[config.mk]
export PLATFORM = sky130hd
export DESIGN_NAME = adc_control_register_decode
export DESIGN_NICKNAME = d
export VERILOG_FILES = /design/src/core/cfg_pkg.sv /design/src/core/adc_control_register_decode.sv /design/src/core/cfg_store.sv
export VERILOG_INCLUDE_DIRS = /design/src /design/src/core
export SDC_FILE = /design/constraint.sdc
export NUM_CORES = 1
export LEC_CHECK = 0
export BUFFER_PORTS_ARGS = -buffer_cell sky130_fd_sc_hd__clkbuf_2
export CAP_MARGIN = 5
export CORE_MARGIN = 3
export CORE_UTILIZATION = 50
export DETAILED_ROUTE_END_ITERATION = 16
export GPL_TIMING_DRIVEN = 0
export MAX_ROUTING_LAYER = met4
export PLACE_DENSITY = 0.72
export SLEW_MARGIN = 10
export SYNTH_ARGS = -nofsm -noshare
export SYNTH_HDL_FRONTEND = slang
export SYNTH_HIERARCHICAL = 1
export SYNTH_SLANG_ARGS = --single-unit
export TNS_END_PERCENT = 10
[constraint.sdc]
create_clock -name ref_clk -period 4.8 [get_ports ref_clk]
set_input_delay 1.44 -clock ref_clk [delete_from_list [all_inputs] [get_ports ref_clk]]
set_output_delay 1.44 -clock ref_clk [all_outputs]
set_load 0.01 [all_outputs]
[src/core/cfg_consts.svh]
`ifndef CFG_CONSTS_SVH
`define CFG_CONSTS_SVH
`define CFG_WIDTH 12
`define CFG_RESET 12'h000
`define CFG_PM_HI 11
`define CFG_PM_LO 10
`define CFG_CODING 9
`define CFG_REFSEL 8
`define CFG_ZERO 7
`define CFG_CH_HI 6
`define CFG_CH_LO 5
`define CFG_IN_HI 4
`define CFG_IN_LO 3
`define CFG_SEQ_HI 2
`define CFG_SEQ_LO 1
`define CFG_SPAN 0
`define WAKE_INT_NS 7000
`define WAKE_EXT_NS 600
`define CLK_PERIOD_NS 20
`endif

[src/core/cfg_pkg.sv]
package cfg_pkg;
	typedef enum logic [1:0] {
		PM_NORMAL = 2'b00,
		PM_AUTO_SHUTDOWN = 2'b01,
		PM_AUTO_STANDBY = 2'b10,
		PM_FULL_SHUTDOWN = 2'b11
	} power_mode_t;
	typedef enum logic [1:0] {
		IN_SINGLE = 2'b00,
		IN_PSEUDO = 2'b01,
		IN_DIFF = 2'b10,
		IN_UNUSED = 2'b11
	} input_cfg_t;
	typedef enum logic [1:0] {
		PWR_ON = 2'b00,
		PWR_STANDBY = 2'b01,
		PWR_OFF = 2'b10,
		PWR_WAKE = 2'b11
	} pwr_state_t;
endpackage

[src/core/adc_control_register_decode.sv]
`timescale 1ns/10ps
`include "cfg_consts.svh"
// Notes on behaviour
// - 12-bit write-only register, loaded by chip-select and strobe
// - bits 11:10 choose power mode
// - bit 9: binary or twos complement coding
// - bit 8: one selects internal reference
// - bits 6:5 channel, or sequence end channel
// - bits 4:3 choose input arrangement
// - 00 single, 10 differential, 01 pseudo, 11 unused
// - bits 2:1 jointly form sequencer mode
// - 00 addressed channel, 11 scan 0 to end
// - bit 0: span one or two reference
// - 00 normal, 01 autoshutdown, 10 autostandby, 11 off
// - autoshutdown powers down after each conversion
// - autostandby keeps reference, wakes in 7us/600ns
// - full shutdown keeps configuration contents
// - all bits clear at power-up
module adc_control_register_decode #(
	parameter int WIDTH = `CFG_WIDTH
) (
	input wire logic ref_clk,
	input wire logic rst,
	input wire logic cs_n,
	input wire logic wr_n,
	input wire logic [WIDTH-1:0] db,
	input wire logic conv_start,
	input wire logic conv_done,
	output logic [1:0] power_mode,
	output logic coding_twos,
	output logic ref_internal,
	output logic [1:0] channel_sel,
	output logic [1:0] input_config,
	output logic [1:0] auto_scan_ctl,
	output logic span_double,
	output logic input_config_bad,
	output logic scan_ctl_bad,
	output logic zero_bit_bad,
	output logic [1:0] conv_channel,
	output logic [1:0] conv_neg_channel,
	output logic neg_is_ground,
	output logic core_powered,
	output logic ref_powered,
	output logic ref_buf_partial,
	output logic ready
);
	localparam int WAKE_INT_CYC = (`WAKE_INT_NS + `CLK_PERIOD_NS - 1) / `CLK_PERIOD_NS;
	localparam int WAKE_EXT_CYC = (`WAKE_EXT_NS + `CLK_PERIOD_NS - 1) / `CLK_PERIOD_NS;
	localparam int WCW = $clog2(WAKE_INT_CYC + 1);

	function automatic logic [1:0] pair_partner(input logic [1:0] ch);
		pair_partner = {ch[1], ~ch[0]};
	endfunction

	// pins are asynchronous to ref_clk: two flops before use
	logic cs_n_s1, cs_n_s2, wr_n_s1, wr_n_s2, wr_n_s3;
	logic [WIDTH-1:0] db_s1, db_s2;
	logic wr_en;
	logic [WIDTH-1:0] cfg;

	always_ff @(posedge ref_clk) begin
		if (rst) begin
			cs_n_s1 <= 1'b1;
			cs_n_s2 <= 1'b1;
			wr_n_s1 <= 1'b1;
			wr_n_s2 <= 1'b1;
			wr_n_s3 <= 1'b1;
			db_s1 <= '0;
			db_s2 <= '0;
		end else begin
			cs_n_s1 <= cs_n;
			cs_n_s2 <= cs_n_s1;
			wr_n_s1 <= wr_n;
			wr_n_s2 <= wr_n_s1;
			wr_n_s3 <= wr_n_s2;
			db_s1 <= db;
			db_s2 <= db_s1;
		end
	end

	// data passes the same two stages, so it lines up with the edge
	assign wr_en = ~cs_n_s2 & ~wr_n_s3 & wr_n_s2;

	cfg_store #(.WIDTH(WIDTH)) u_store (
		.ref_clk(ref_clk),
		.rst(rst),
		.wr_en(wr_en),
		.wr_data(db_s2),
		.q(cfg)
	);

	// field decode, registered so outputs come straight from flops
	always_ff @(posedge ref_clk) begin
		if (rst) begin
			power_mode <= 2'b00;
			coding_twos <= 1'b0;
			ref_internal <= 1'b0;
			channel_sel <= 2'b00;
			input_config <= 2'b00;
			auto_scan_ctl <= 2'b00;
			span_double <= 1'b0;
			input_config_bad <= 1'b0;
			scan_ctl_bad <= 1'b0;
			zero_bit_bad <= 1'b0;
		end else begin
			power_mode <= {cfg[`CFG_PM_HI], cfg[`CFG_PM_LO]};
			coding_twos <= cfg[`CFG_CODING];
			ref_internal <= cfg[`CFG_REFSEL];
			channel_sel <= {cfg[`CFG_CH_HI], cfg[`CFG_CH_LO]};
			input_config <= {cfg[`CFG_IN_HI], cfg[`CFG_IN_LO]};
			auto_scan_ctl <= {cfg[`CFG_SEQ_HI], cfg[`CFG_SEQ_LO]};
			span_double <= cfg[`CFG_SPAN];
			input_config_bad <= cfg[`CFG_IN_HI] & cfg[`CFG_IN_LO];
			scan_ctl_bad <= cfg[`CFG_SEQ_HI] ^ cfg[`CFG_SEQ_LO];
			// flag only; the bit is stored and otherwise ignored
			zero_bit_bad <= cfg[`CFG_ZERO];
		end
	end

	// channel for the next conversion, stepping in scan mode
	logic [1:0] seq_ch_reg;
	logic scan_on;
	logic [1:0] last_ch;
	logic [1:0] next_ch;
	assign scan_on = cfg[`CFG_SEQ_HI] & cfg[`CFG_SEQ_LO];
	assign last_ch = {cfg[`CFG_CH_HI], cfg[`CFG_CH_LO]};

	always_comb begin
		if (!scan_on) begin
			next_ch = last_ch;
		end else if (cfg[`CFG_IN_HI] ^ cfg[`CFG_IN_LO]) begin
			// paired inputs: inverse channels are skipped
			next_ch = (seq_ch_reg >= {last_ch[1], 1'b0}) ? 2'b00 : seq_ch_reg + 2'b10;
		end else begin
			next_ch = (seq_ch_reg >= last_ch) ? 2'b00 : seq_ch_reg + 2'b01;
		end
	end

	always_ff @(posedge ref_clk) begin
		if (rst || wr_en) begin
			seq_ch_reg <= 2'b00;
		end else if (conv_done && scan_on) begin
			seq_ch_reg <= next_ch;
		end
	end

	always_ff @(posedge ref_clk) begin
		if (rst) begin
			conv_channel <= 2'b00;
			conv_neg_channel <= 2'b00;
			neg_is_ground <= 1'b1;
		end else begin
			conv_channel <= scan_on ? seq_ch_reg : last_ch;
			conv_neg_channel <= pair_partner(scan_on ? seq_ch_reg : last_ch);
			neg_is_ground <= ~(cfg[`CFG_IN_HI] ^ cfg[`CFG_IN_LO]);
		end
	end

	// power sequencing
	cfg_pkg::pwr_state_t st_reg, st_next;
	cfg_pkg::power_mode_t pm;
	logic [WCW-1:0] wake_reg;
	logic wake_done;
	assign pm = cfg_pkg::power_mode_t'({cfg[`CFG_PM_HI], cfg[`CFG_PM_LO]});
	assign wake_done = (wake_reg == '0);

	always_comb begin
		st_next = st_reg;
		unique case (st_reg)
			cfg_pkg::PWR_ON: begin
				if (pm == cfg_pkg::PM_FULL_SHUTDOWN) begin
					st_next = cfg_pkg::PWR_OFF;
				end else if (conv_done && pm == cfg_pkg::PM_AUTO_SHUTDOWN) begin
					st_next = cfg_pkg::PWR_OFF;
				end else if (conv_done && pm == cfg_pkg::PM_AUTO_STANDBY) begin
					st_next = cfg_pkg::PWR_STANDBY;
				end
			end
			cfg_pkg::PWR_STANDBY, cfg_pkg::PWR_OFF: begin
				if (pm == cfg_pkg::PM_FULL_SHUTDOWN) begin
					// standby must not keep the reference up once full shutdown is asked
					st_next = cfg_pkg::PWR_OFF;
				end else if (pm == cfg_pkg::PM_NORMAL || conv_start) begin
					st_next = cfg_pkg::PWR_WAKE;
				end
			end
			cfg_pkg::PWR_WAKE: begin
				if (pm == cfg_pkg::PM_FULL_SHUTDOWN) begin
					st_next = cfg_pkg::PWR_OFF;
				end else if (wake_done) begin
					st_next = cfg_pkg::PWR_ON;
				end
			end
		endcase
	end

	always_ff @(posedge ref_clk) begin
		if (rst) begin
			st_reg <= cfg_pkg::PWR_ON;
		end else begin
			st_reg <= st_next;
		end
	end

	// wake delay from standby depends on reference source
	always_ff @(posedge ref_clk) begin
		if (rst) begin
			wake_reg <= '0;
		end else if (st_reg != cfg_pkg::PWR_WAKE && st_next == cfg_pkg::PWR_WAKE) begin
			if (st_reg == cfg_pkg::PWR_STANDBY && !cfg[`CFG_REFSEL]) begin
				wake_reg <= WCW'(WAKE_EXT_CYC - 1);
			end else begin
				wake_reg <= WCW'(WAKE_INT_CYC - 1);
			end
		end else if (!wake_done) begin
			wake_reg <= wake_reg - 1'b1;
		end
	end

	always_ff @(posedge ref_clk) begin
		if (rst) begin
			core_powered <= 1'b1;
			ref_powered <= 1'b1;
			ref_buf_partial <= 1'b0;
			ready <= 1'b1;
		end else begin
			core_powered <= (st_next == cfg_pkg::PWR_ON) || (st_next == cfg_pkg::PWR_WAKE);
			ref_powered <= (st_next != cfg_pkg::PWR_OFF);
			ref_buf_partial <= (st_next == cfg_pkg::PWR_STANDBY);
			ready <= (st_next == cfg_pkg::PWR_ON);
		end
	end
endmodule

[src/core/cfg_store.sv]
`timescale 1ns/10ps
`include "cfg_consts.svh"
// configuration storage; write-only, so no read path exists
module cfg_store #(
	parameter int WIDTH = `CFG_WIDTH
) (
	input wire logic ref_clk,
	input wire logic rst,
	input wire logic wr_en,
	input wire logic [WIDTH-1:0] wr_data,
	output logic [WIDTH-1:0] q
);
	always_ff @(posedge ref_clk) begin
		if (rst) begin
			q <= WIDTH'(`CFG_RESET);
		end else if (wr_en) begin
			q <= wr_data;
		end
	end
endmodule

==> results.toml <==
[yosys]
synthesized_area_divided_by_synthesized_cell_count_sq_um = 10.57
synth.net_count = 289
synth_seq_area_share = 0.5517
synth.ff_latch_count = 76
post_synth_inst_count = 261
yosys.cell_types.count = 40
post_synth_instance_area_sq_um = 2758
yosys_warnings = 6

[critical_path]
timing.reg2reg.worst_path_depth = 8
start_kind = "input port"
r2r-end = "wake_reg[6]"
critical_path_cell_by_cell = "clkbuf_2, a21boi_2, o21ai_1, and2_1, or4_4, buf_6, mux2_4"
worst_path_max_delay_cell = "sky130_fd_sc_hd__or4_4"
crit_type = "in2reg"
worstPathMaxFanout = 9
timing.critical_path.buf_inv = 2
cp_num_cells = 7
reg2reg_setup_slack_ps = 2500
crit_path_max_incr_delay_ps = 510
cp-startpoint = "conv_done"
cp.required_ps = 5030
critical_path.top_delay_family = "simple AND/OR/NAND/NOR gates"
worstSetupEndpointType = "flip-flop"
reg2reg_from = "st_reg[0]"
cp.arrival_ps = 2930
timing.critical_path.to = "wake_reg[6]"

[routing]
via_per_inst = 4.605
drt_pre_antenna_iters = 5
wl_per_instance_microns = 11.33
detailroute.via_count = 1782
drtAntennaViolNets = 0
drc_errors = 0
first_iter_violations = 62
finalWirelength_microns = 4385

[timing]
finalWorstPathRequiredPeriod_ps = 2704
finalSetupTns_ps = 0
worst_skew_ps = 5.628
top_achievable_clock_speed_mhz = 369.8
timing.final.setup_violations = 0
worst_hold_slack_ps = 414.1
maxSlewViolCount = 0
finalHoldViolCount = 0
timing.final.crit_share = 0.5634
max-slew-margin-rel = 0.3547
rsz_0062_raised_after_global_routing = "false"
tightestPinTransition_ps = 965.9

[clock_tree]
cts.reportedPaths.clkPinSlew_ps = 70
tritoncts = "built"
numCtsBuffers = 9
max-clock-path-buffers = 2
root_cell_of_the_clock_tree = "sky130_fd_sc_hd__clkbuf_8"
cts_max_level = 3
cts.repair_timing.setup_buffer_count = 0
hold_buffers = 0
post_cts_resized = 0
clk-insertion-delay-late_ps = 340
clkSinkCount = 76

[grt]
grt_antenna_before_repair = 0
globalRouteTotalUtil = 0.1597
grt_overflow_total = 0
wire_length_of_the_first_global_routing_pass_microns = 7521
largest_net_degree_at_the_start_of_global_routing = 14
number_of_global_route_vias_before_repair = 1683

[die]
row_count = 26
boundaryPins = 41
die_width_microns = 80.27
die_height_microns = 80.27
design.core.area_sq_um = 5205
effective_utilization_at_floorplan = 0.5298
floorplan.die_area_sq_um = 6442

[job]
max_cap_violations = 0

[finish]
nFillCells = 463
multiInputGateArea_sq_um = 1127
final_cell_count_no_fill = 387
area.sequential_sq_um = 1521
final_net_count = 340
post_route_cells_drive_above_1_share = 0.2303
largestRegisters = "db_s1 x12, db_s2 x12, u_store/q x12"
final_core_util = 0.6219
antenna-diode-count = 0
area_growth_pct = 17.38

[place]
gp_congestion = 0.8266
hpwlAfterDp_microns = 3175
numPortBuffers = 40
dp_cells = 371

[min_path]
hold_path.class = "reg2reg"

[power]
power.total_uw = 1608
cellLeakagePower_uw = 0.001339
power.density_cell_area_nw_per_um2 = 496.7
vdd_drop_max_mv = 0.2610

[run_status]
run_status = "finished clean"
routing by layer:
metal,part of all wire,global-route usage,vias up
met2,0.45,0.2351,38
met4,0.019,0.06588,0
met1,0.48,0.1928,776
met3,0.057,0.06726,7
met5,0,-,-
li1,-,-,961
placed cells by master, fill, tap and decap left out, drive strengths merged, types with 3 or more instances in the layout:
cell,instances
inv,12
xnor2,5
or2,5
nor2,27
o21ai,4
nor2b,39
a21oi,10
ha,10
nand2,10
mux2i,16
clkbuf,58
and3b,3
dfxtp,76
a21o,3
buf,4
or3,3
cell families (layout without fill, tap and decap cells):
kind of cell    after synthesis  after routing  synth area share
compound gates               28             28           0.07306
xor+xnor                      6              6           0.01906
fa+ha+maj                    10             10           0.04537
buf+inv                      23             79           0.03947
flops                        76             76            0.5517
mux                          18             18           0.06896
simple gates                100            100            0.2024
worst min-delay path by stage:
stage,from,endpoint,slack [ps],cells past startpoint
2_1_floorplan,cs_n_s1,cs_n_s2,390,1
3_3_place_gp,wr_n_s1,wr_n_s2,390,1
3_5_place_dp,cs_n_s1,cs_n_s2,400,1
4_1_cts,cs_n_s1,cs_n_s2,420,1
5_1_grt,wr_n_s1,wr_n_s2,430,1
6_report,cs_n_s1,cs_n_s2,410,1
through the flow:
stage / instance area, sq um / worst slack [ps]
floorplan: 2758 / 1988
global placement: 3045 / 1765
detailed placement: 3045 / 1737
CTS: 3237 / 2101
global route: 3237 / 2043
finish: 3237 / 2096
synthesized netlist by cell type:
| cell type | number | area (sq um) |
|---|---|---|
| sky130_fd_sc_hd__a2111oi_2 | 1 | 15.01 |
| sky130_fd_sc_hd__a211oi_1 | 1 | 7.510 |
| sky130_fd_sc_hd__a21boi_2 | 1 | 11.26 |
| sky130_fd_sc_hd__a21o_1 | 3 | 22.52 |
| sky130_fd_sc_hd__a21oi_1 | 10 | 50.05 |
| sky130_fd_sc_hd__a22oi_1 | 1 | 7.510 |
| sky130_fd_sc_hd__a32oi_1 | 1 | 8.760 |
| sky130_fd_sc_hd__a32oi_2 | 1 | 16.27 |
| sky130_fd_sc_hd__and2_1 | 1 | 6.260 |
| sky130_fd_sc_hd__and3b_1 | 3 | 26.28 |
| sky130_fd_sc_hd__buf_4 | 2 | 15.01 |
| sky130_fd_sc_hd__buf_6 | 2 | 22.52 |
| sky130_fd_sc_hd__clkbuf_1 | 8 | 30.03 |
| sky130_fd_sc_hd__dfxtp_1 | 76 | 1521 |
| sky130_fd_sc_hd__ha_1 | 10 | 125.1 |
| sky130_fd_sc_hd__inv_1 | 11 | 41.29 |
| sky130_fd_sc_hd__mux2_4 | 2 | 30.03 |
| sky130_fd_sc_hd__mux2i_1 | 16 | 160.2 |
| sky130_fd_sc_hd__nand2_1 | 10 | 37.54 |
| sky130_fd_sc_hd__nand2b_1 | 2 | 12.51 |
| sky130_fd_sc_hd__nand3_1 | 2 | 10.01 |
| sky130_fd_sc_hd__nor2_1 | 27 | 101.4 |
| sky130_fd_sc_hd__nor2b_1 | 39 | 244.0 |
| sky130_fd_sc_hd__nor3_1 | 2 | 10.01 |
| sky130_fd_sc_hd__nor3b_1 | 2 | 15.01 |
| sky130_fd_sc_hd__nor4_1 | 1 | 6.260 |
| sky130_fd_sc_hd__nor4_2 | 1 | 12.51 |
| sky130_fd_sc_hd__nor4b_2 | 1 | 15.01 |
| sky130_fd_sc_hd__o211ai_1 | 1 | 7.510 |
| sky130_fd_sc_hd__o21ai_0 | 2 | 10.01 |
| sky130_fd_sc_hd__o21ai_1 | 2 | 10.01 |
| sky130_fd_sc_hd__o21bai_1 | 1 | 7.510 |
| sky130_fd_sc_hd__o22ai_1 | 1 | 6.260 |
| sky130_fd_sc_hd__o31a_1 | 1 | 8.760 |
| sky130_fd_sc_hd__o31ai_2 | 1 | 12.51 |
| sky130_fd_sc_hd__or2_2 | 5 | 31.28 |
| sky130_fd_sc_hd__or3_1 | 3 | 18.77 |
| sky130_fd_sc_hd__or4_4 | 1 | 11.26 |
| sky130_fd_sc_hd__xnor2_1 | 5 | 43.79 |
| sky130_fd_sc_hd__xor2_1 | 1 | 8.760 |
cell type report:
type / count / share of cell area
Sequential cell: 76 / 0.4700
Tap cell: 70 / 0.02706
Clock buffer: 10 / 0.03943
Timing Repair Buffer: 40 / 0.06185
Buffer: 12 / 0.02087
Inverter: 11 / 0.01276
Multi-Input combinational cell: 162 / 0.3483
Clock inverter: 6 / 0.01971
power breakdown:
| part | switching, uW | total [uW] | internal, uW |
|---|---|---|---|
| registers | 47.9 | 741 | 693 |
| clock network | 221 | 460 | 240 |
| logic | 207 | 407 | 200 |
Note: power is estimated with default switching activity, not from simulation.
